==> config.mk <==
export PLATFORM = sky130hd
export DESIGN_NAME = dcap_top
export DESIGN_NICKNAME = d
export VERILOG_FILES = /design/src/include/dcap_pkg.sv /design/src/include/dcap_msg_if.sv /design/src/dcap_capture.sv /design/src/dcap_top.sv
export SDC_FILE = /design/constraint.sdc
export NUM_CORES = 1
export LEC_CHECK = 0
export ABC_CLOCK_PERIOD_IN_PS = 1640
export BUFFER_PORTS_ARGS = -buffer_cell sky130_fd_sc_hd__buf_2
export CAP_MARGIN = 30
export CORE_ASPECT_RATIO = 1.5
export CORE_MARGIN = 4
export CORE_UTILIZATION = 42
export DETAILED_ROUTE_END_ITERATION = 8
export GPL_TIMING_DRIVEN = 0
export PLACE_DENSITY = 0.83
export SKIP_LAST_GASP = 1
export SYNTH_ARGS = -nofsm -noshare
export SYNTH_HDL_FRONTEND = slang
export SYNTH_SLANG_ARGS = --single-unit
==> constraint.sdc <==
create_clock -name mclk -period 1.64 [get_ports mclk]
set_input_delay 0.164 -clock mclk [delete_from_list [all_inputs] [get_ports mclk]]
set_output_delay 0.164 -clock mclk [all_outputs]
set_load 0.05 [all_outputs]
==> src/include/dcap_pkg.sv <==
package dcap_pkg;
   // APB address width, config space sized
   localparam int ADDR_W = 12;
   localparam logic [11:0] DEV_CAP_OFFS = 12'h0B4;
   localparam logic [11:0] CTRL_OFFS = 12'h1F0;
   // Field positions within the capability word
   localparam int MPS_LSB = 0;
   localparam int PHANTOM_LSB = 3;
   localparam int EXT_TAG_BIT = 5;
   localparam int L0S_LSB = 6;
   localparam int L1_LSB = 9;
   localparam int BUTTON_BIT = 12;
   localparam int ATTN_IND_BIT = 13;
   localparam int PWR_IND_BIT = 14;
   localparam int RSV_LSB = 15;
   localparam int SPL_VAL_LSB = 18;
   localparam int SPL_SCALE_LSB = 26;
   // Reset and fixed values
   localparam logic [2:0] MPS_RST = 3'h2;
   localparam logic [1:0] PHANTOM_RST = 2'h0;
   localparam logic EXT_TAG_RST = 1'b1;
   localparam logic [2:0] L0S_RST = 3'h0;
   localparam logic [2:0] L1_RST = 3'h0;
   localparam logic [2:0] RSV_RST = 3'h1;
   localparam logic [3:0] TOP_RSV_RST = 4'h0;
   localparam logic [7:0] SPL_VAL_RST = 8'h00;
   localparam logic [1:0] SPL_SCALE_RST = 2'h0;
   localparam logic CTRL_EN_RST = 1'b1;
   // Edges after reset before the strap is trusted
   localparam logic [1:0] STRAP_STAGES = 2'h2;
endpackage

==> src/include/dcap_msg_if.sv <==
`timescale 1ns/1ps
interface dcap_msg_if;
   logic valid;
   logic [7:0] value;
   logic [1:0] scale;
   logic enable;
   logic [7:0] cap_value;
   logic [1:0] cap_scale;
   modport producer (output valid, value, scale, enable,
                     input cap_value, cap_scale);
   modport capture (input valid, value, scale, enable,
                    output cap_value, cap_scale);
endinterface

==> src/dcap_capture.sv <==
`timescale 1ns/1ps
module dcap_capture (
   // Clock and reset
   input wire logic mclk,
   input wire logic rst_n,
   // Power limit message path
   dcap_msg_if.capture msg
);
   typedef struct packed {
      logic [7:0] value;
      logic [1:0] scale;
   } dcap_cap_state_t;

   dcap_cap_state_t st;
   dcap_cap_state_t next_st;

   // Load both fields together from one message
   always_comb begin
      next_st = st;
      if (msg.valid && msg.enable) begin
         // (RULE7) value from payload
         next_st.value = msg.value;
         // (RULE8) scale from payload
         next_st.scale = msg.scale;
      end
   end

   // (RULE7) value cleared at reset
   always_ff @(posedge mclk or negedge rst_n) begin
      if (!rst_n) begin
         st.value <= dcap_pkg::SPL_VAL_RST;
         st.scale <= dcap_pkg::SPL_SCALE_RST;
      end else begin
         st <= next_st;
      end
   end

   assign msg.cap_value = st.value;
   assign msg.cap_scale = st.scale;
endmodule

==> src/dcap_top.sv <==
`timescale 1ns/1ps
// Summary of operation
// (RULE1) Phantom function field always reads 00, none supported.
// (RULE2) Extended tag bit always reads 1, eight-bit tags supported.
// (RULE3) L0s acceptable latency field reads 000, below 64 ns.
// (RULE4) L1 acceptable latency field reads 000, below 1 us.
// (RULE5) Attention button present follows hot-plug strap in forward mode.
// (RULE6) Attention and power indicator bits follow the same strap.
// (RULE7) Power limit value resets to zero, loads from each message; here only while ctrl_en is set.
// (RULE8) Power limit scale resets to zero, loads from each message; here only while ctrl_en is set.
// (RULE9) Writes to the capability word change nothing.
module dcap_top (
   // Clock and reset
   input wire logic mclk,
   input wire logic rst_n,
   // APB slave
   input wire logic psel,
   input wire logic penable,
   input wire logic pwrite,
   input wire logic [dcap_pkg::ADDR_W-1:0] paddr,
   input wire logic [31:0] pwdata,
   output logic [31:0] prdata,
   output logic pready,
   output logic pslverr,
   // Strap pins, asynchronous
   input wire logic hotplug_strap,
   input wire logic forward_strap,
   // Set_Slot_Power_Limit message from the link core
   input wire logic slot_msg_valid,
   input wire logic [7:0] slot_msg_value,
   input wire logic [1:0] slot_msg_scale
);
   typedef struct packed {
      logic hp_s1;
      logic hp_s2;
      logic fwd_s1;
      logic fwd_s2;
      logic [1:0] strap_cnt;
      logic strap_done;
      logic hp_en;
      logic fwd;
      logic ctrl_en;
      logic [31:0] rdata;
      logic err;
   } dcap_state_t;

   dcap_state_t st;
   dcap_state_t next_st;
   logic [31:0] cap_word;
   logic presence;
   logic setup;
   logic access;

   dcap_msg_if msg ();

   // Build the capability word from live state
   function automatic logic [31:0] dcap_word(
      input logic pres,
      input logic [7:0] val,
      input logic [1:0] scl
   );
      // (RULE1) phantom zero, (RULE2) tag one
      // (RULE3) L0s zero, (RULE4) L1 zero
      dcap_word = {dcap_pkg::TOP_RSV_RST, scl, val, dcap_pkg::RSV_RST,
                   pres, pres, pres, dcap_pkg::L1_RST, dcap_pkg::L0S_RST,
                   dcap_pkg::EXT_TAG_RST, dcap_pkg::PHANTOM_RST,
                   dcap_pkg::MPS_RST};
   endfunction

   // Address decode used by read and write paths
   function automatic logic [1:0] dcap_decode(
      input logic [dcap_pkg::ADDR_W-1:0] a
   );
      dcap_decode = {a == dcap_pkg::CTRL_OFFS, a == dcap_pkg::DEV_CAP_OFFS};
   endfunction

   // (RULE5) button present needs strap and forward
   // (RULE6) indicators share the same condition
   assign presence = st.hp_en && st.fwd;
   assign cap_word = dcap_word(presence, msg.cap_value, msg.cap_scale);
   assign setup = psel && !penable;
   assign access = psel && penable;

   // Message path into the capture register
   assign msg.valid = slot_msg_valid;
   assign msg.value = slot_msg_value;
   assign msg.scale = slot_msg_scale;
   assign msg.enable = st.ctrl_en;

   dcap_capture u_capture (
      .mclk(mclk),
      .rst_n(rst_n),
      .msg(msg)
   );

   // Next state: strap capture and APB
   always_comb begin
      logic [1:0] dec;
      dec = dcap_decode(paddr);
      next_st = st;
      // Two flops before anything looks at the pins
      next_st.hp_s1 = hotplug_strap;
      next_st.hp_s2 = st.hp_s1;
      next_st.fwd_s1 = forward_strap;
      next_st.fwd_s2 = st.fwd_s1;
      // Strap is caught once, after the synchroniser fills
      if (!st.strap_done) begin
         if (st.strap_cnt == dcap_pkg::STRAP_STAGES) begin
            next_st.hp_en = st.hp_s2;
            next_st.fwd = st.fwd_s2;
            next_st.strap_done = 1'b1;
         end else begin
            next_st.strap_cnt = st.strap_cnt + 2'h1;
         end
      end
      // Read data latched in setup so it leaves a flop
      if (setup) begin
         next_st.rdata = 32'h0000_0000;
         next_st.err = !(|dec);
         if (!pwrite && dec[0]) begin
            next_st.rdata = cap_word;
         end else if (!pwrite && dec[1]) begin
            next_st.rdata = {31'h0000_0000, st.ctrl_en};
         end
      end
      // (RULE9) only the control word takes writes
      if (access && pwrite && dec[1]) begin
         next_st.ctrl_en = pwdata[0];
      end
   end

   // State register, constants only under reset
   always_ff @(posedge mclk or negedge rst_n) begin
      if (!rst_n) begin
         st.hp_s1 <= 1'b0;
         st.hp_s2 <= 1'b0;
         st.fwd_s1 <= 1'b0;
         st.fwd_s2 <= 1'b0;
         st.strap_cnt <= 2'h0;
         st.strap_done <= 1'b0;
         st.hp_en <= 1'b0;
         st.fwd <= 1'b0;
         st.ctrl_en <= dcap_pkg::CTRL_EN_RST;
         st.rdata <= 32'h0000_0000;
         st.err <= 1'b0;
      end else begin
         st <= next_st;
      end
   end

   // One wait-free access phase; data already registered
   assign pready = access;
   assign prdata = st.rdata;
   assign pslverr = st.err;
endmodule

=== Word level (Yosys, flattened, before mapping) ===
Cells that the tools add are included.
Widths: inputs -> output; s select.

* Register bits: 53
* Logic and storage cells: 37
* Output and inout bits: 34
* Input bits: 62

* Mux-type cells: 4
* Reductions and logical operators: 14
* Add/sub/neg operators: 1
* Eq/ne operators: 3
* Bitwise gates (word level): 2

{| class="wikitable"
|+ Operators by type and width
! kind !! number
|-
| $mux 28 || 1
|-
| $eq 12x8->1 const B || 1
|-
| $eq 12x9->1 const B || 1
|-
| $logic_and 1x1->1 || 8
|-
| $mux 3 || 2
|-
| $reduce_and 2->1 || 2
|-
| $logic_not 1->1 || 3
|-
| $add 2x1->2 const B || 1
|-
| $eq 2x2->1 const B || 1
|-
| $not 1->1 || 2
|-
| $reduce_or 2->1 || 1
|-
| $mux 1 || 1
|}

=== Logic depth before layout (Yosys ltp) ===
* Depth in word-level cells: 4
* Mapped depth: 6
* Mapped depth without buffers: 5

=== By module ===
Synthesis repeated with hierarchy kept, for this count alone.

* Cell total of the unflattened synthesis: 120
* Area, all modules: 1572.8 um2

{| class="wikitable"
|+ Modules (own cells, without submodules)
! module !! cells each !! area an instance (um2) !! times used !! sequential area each (um2)
|-
| dcap_top || 99 || 1198.6 || 1 || 601.8
|-
| dcap_capture || 21 || 374.1 || 1 || 250.2
|}

=== Worst setup path after synthesis ===
OpenSTA, ideal clock, no wires.

* Kind: flip-flop to flip-flop
* Start point: register st[37] (netlist name)
* End point: register st[38] (netlist name)
* Path slack: 0.431 ns
* Cell stages (with the launch flop): 7
* Arrival time: 1.083 ns
* Buffers on the path: 1
* Setup time: 0.126 ns
* Data required time: 1.514 ns
* Period minus slack after synthesis: 1.209 ns
* Cell sequence: dfrtp_1 inv_1 ha_1 or2_2 clkbuf_1 nand2_1 o21ai_0

* Cells in the longest elaborated chain, start to end: 3
* Elaborated cells between the ends (all ways): 4
* Classes of those cells: add/sub (1); eq/ne (1); bitwise (1); reduce/logical (1)

{| class="wikitable"
|+ Ends and longest elaborated chain
! element !! RTL line !! text
|-
| start, declared || dcap_top.sv:47 || <nowiki>dcap_state_t st;</nowiki>
|-
| start signal, assigned || dcap_top.sv:147 || <nowiki>st <= next_st;</nowiki>
|-
| $eq 2x2->1 || dcap_top.sv:108 || <nowiki>if (st.strap_cnt == dcap_pkg::STRAP_STAGES) begin</nowiki>
|-
| $not 1->1 (no line) || -- ||
|-
| $reduce_and 2->1 (no line) || -- ||
|}

Several ways; a longest one is shown, not always the timed one.
A chain may end at the register's enable or synchronous reset.

=== Worst setup path after layout ===
* Start point: register st (netlist bit msg.enable)
* End point: register u_capture.st (netlist bit u_capture.msg.cap_value[3])

* Cells in the longest elaborated chain, start to end: 1

{| class="wikitable"
|+ Ends and longest elaborated chain
! element !! RTL line !! text
|-
| $logic_and 1x1->1 || dcap_capture.sv:20 || <nowiki>if (msg.valid && msg.enable) begin</nowiki>
|-
| end signal, assigned || dcap_capture.sv:34 || <nowiki>st <= next_st;</nowiki>
|-
| end, declared || dcap_capture.sv:14 || <nowiki>dcap_cap_state_t st;</nowiki>
|}

No other way between the ends.

==> run summary <==
The tightest min-delay check is of the input pin to register type. The number of antenna violations at the first check in global routing was 0. The cell class contributing the biggest share of worst-path delay is flip-flops. The worst setup path is launched from a register. The largest single stage delay on the critical path is 0.54 ns. Of the total power, the share spent switching nets is 0.2462. The number of synthesis warnings is 0. Traced cell by cell, the critical path runs through nand2_1, mux2_2. The register area came out at 852.1 µm². The core region is 3513 µm². The highest ir drop seen on vdd is 0.6586 mV.

The pin count of the biggest net entering global routing is 35. The count of pins over their slew limit is 0. The final clock skew came out at 0.002814 ns. The flow ran to the end, and the final reports show no timing, DRC or antenna violations. The sum of negative setup slack is 0 ns. The count of buffering cells on the critical path with inverters included is 0. The highest clock frequency the design can meet came out at 771.3 MHz.

The port buffer count came out at 49. For this block, the routed nets add up to 2.895 mm of wire. For the pin with the worst max-slew slack, the measured transition is 0.7288 ns. Of the available clock period, the critical path in the final layout requires 0.7905. The clock insertion delay at the later pin of the skew report came out at 0.27 ns. The length of the first detailed-routing pass in iterations is 4. The post-layout net count came out at 256.

The number of sinks driven by the clock tree came out at 34. The worst setup path is captured at a register. Synthesis produced a netlist whose cell count is 120. In the routed layout, each cell is associated on average with a via count of 4.624. The area share of the leading cell type in the synthesized netlist is 0.5276. At the worst endpoint, the arrival time is 1.45 ns. Hold timing on the final database bottoms out at a slack of 0.1159 ns. In the layout the commonest cells are 49 x sky130_fd_sc_hd__buf_2, 33 x sky130_fd_sc_hd__dfrtp_1, 32 x sky130_fd_sc_hd__buf_4. TritonCTS built the clock tree. Once detailed placement completed, the half-perimeter wirelength came to 2.247 mm. Dividing total power by cell area gives a power density of 813.0 nW/µm².

Of the total power, combinational logic draws 0.126. The total non-filler cell area in the finished layout came out at 2028 µm². Yosys attributes the largest share of cell area to sky130_fd_sc_hd__dfrtp_1 53%, sky130_fd_sc_hd__buf_4 15%, sky130_fd_sc_hd__mux2_2 9.4%. The post-CTS setup buffer count is 0. Clock-pin slew was measured on the worst setup and hold paths at 0.06 ns. The share of total power in the clock network came out at 0.355.

Of all cell types, the one taking the most synthesized area is sky130_fd_sc_hd__dfrtp_1. The slowest stage of the critical path belongs to the cell sky130_fd_sc_hd__dfstp_2. Pin placement for this block handled 96 I/O pins.

The worst-case headroom to the max-slew limit is 0.5141. The post-route minimum period is 1.296 ns. Max-cap violations in this run came to 0. The count of fill cells added during filler insertion is 302. In this run the deepest clock path goes through 2 buffers.

The CTS buffer count came out at 5. The internal portion of total power is 0.001243 W. The global-route wire length before repair came out at 4.657 mm.

At the end of routability-driven placement, the weighted congestion stood at 0.7664. The tree is rooted in a sky130_fd_sc_hd__clkbuf_8. The ratio of cells with drive above 1 in the final layout is 0.6094. The final number of setup-violating endpoints came out at 0. The mapped cell area came out at 1565 µm². Summed over all nets, the switching power comes to 0.0004060 W. The post-route antenna net violation count is 0.

Summing all multi-input logic gate instances after layout gives 503.0 µm². For this run, the register share of the synthesized area comes to 0.5444. After detailed routing, the average wire length per cell comes to 12.37 µm. The area growth from synthesis to layout is 29.58%. The type of the worst setup path is register to register. The final antenna diode count came out at 0.

The via count is 1,082. The synthesized flop and latch total came out at 34. Setup repair after global routing left no endpoint under its margin. The chip width came out at 57.85 µm. In this run, post-CTS repair resized a total of 0 instances.

The total grt overflow came out at 0. Averaged over all synthesized cells, the footprint is 13.04 µm². The maximum fanout along the worst path is 10.

The data required time at the worst endpoint came out at 1.80 ns. The effective utilization at floorplan is 0.4455. The number of library cell types mapped by synthesis came out at 29. The global-route usage over all layers is 0.1301.

The maximum level of the CTS H-tree came out at 2. Hold repair after CTS inserted 3 buffers. The die covers 4788 µm².

The via count of the first global-routing pass was 1,081. The number of hold violations in the final report came out at 0. The instance area at placement is 1916 µm². Of the total power, registers draw 0.519. The most common cell after layout, fill and taps aside is sky130_fd_sc_hd__buf_2.

The vertical die dimension is 82.77 µm. In the routed design, unresolved DRC markers number 0. The row count is 26. The first-iteration detailed-routing DRC count is 24.

The leakage power total is 1.154 nW.
## cells in the mapped netlist (all sizes together)
| cell type | n |
|---|---|
| a21o | 1 |
| a22o | 10 |
| a32o | 1 |
| and2 | 1 |
| and3 | 1 |
| and4 | 1 |
| and4b | 1 |
| and4bb | 2 |
| buf | 33 |
| clkbuf | 2 |
| conb | 1 |
| dfrtp | 33 |
| dfstp | 1 |
| ha | 1 |
| inv | 1 |
| mux2 | 13 |
| nand2 | 5 |
| nand2b | 1 |
| nand3 | 1 |
| nand4 | 1 |
| nor2b | 1 |
| nor3b | 1 |
| nor4 | 1 |
| o211a | 1 |
| o21ai | 3 |
| or2 | 1 |
| xnor2 | 1 |
## path summary, 6_finish.rpt
check | from | to | slack, ns | cells after the start
worst max-delay path | msg.enable | u_capture.msg.cap_value[3] | 0.34 | 2
worst min-delay path | slot_msg_value[7] | u_capture.msg.cap_value[7] | 0.12 | 2
worst max register to register | msg.enable | u_capture.msg.cap_value[3] | 0.34 | 2
worst min register to register | next_st[41] | st[41] | 0.35 | 0
max in group asynchronous | rst_n | u_capture.msg.cap_value[1] | 0.68 | 2
min in group asynchronous | rst_n | prdata[14] | 0.49 | 2
## layer usage
layer,vias up,global-route usage,wire [µm]
li1,512,-,-
met1,512,0.1321,1031
met2,51,0.2432,1541
met3,7,0.03406,269
met4,0,0.06265,52
met5,-,0,0
## metrics by stage
step | worst slack (ns) | utilization | total power (W) | cells
floorplan | 0.4310 | - | 0.001008 | 134
global placement | 0.3411 | 0.5452 | 0.001070 | 225
detailed placement | 0.3177 | 0.5452 | 0.001073 | 225
CTS | 0.3061 | 0.5773 | 0.001674 | 234
global route | 0.2612 | 0.5773 | 0.001722 | 234
finish | 0.3436 | 0.5773 | 0.001649 | 234
## registers in the layout (all words and copies together) (netlist names)
signal / cells
st: 7
u_capture.msg.cap_value: 8
next_st: 2
pslverr: 1
msg.enable: 1
prdata: 13
u_capture.msg.cap_scale: 2
## power by group through the flow
stage	clock network, W	registers, W	logic [W]
2_1_floorplan	0	0.000881	0.000127
3_3_place_gp	0	0.000871	0.000199
3_5_place_dp	0	0.000872	0.000202
4_1_cts	0.000611	0.000856	0.000207
5_1_grt	0.000642	0.000856	0.000223
6_report	0.000586	0.000856	0.000207
## cell families after synthesis
| group | share of synthesized area |
|---|---|
| AOI/OAI and AO/OA | 0.09113 |
| xor gates and xnor gates | 0.005597 |
| adders and majority gates | 0.007992 |
| buffers and inverters | 0.1679 |
| DFF | 0.5444 |
| muxes | 0.09352 |
| other | 0.002396 |
| and+or+nand+nor | 0.08714 |
## layout make-up
type                            count  area share
Buffer                             35      0.1277
Clock buffer                        6     0.04072
Inverter                            1    0.001851
Multi-Input combinational cell     64      0.2480
Sequential cell                    34      0.4201
Tap cell                           42     0.02591
Timing Repair Buffer               52      0.1357
No activity file was read; power rests on OpenSTA's default activity.
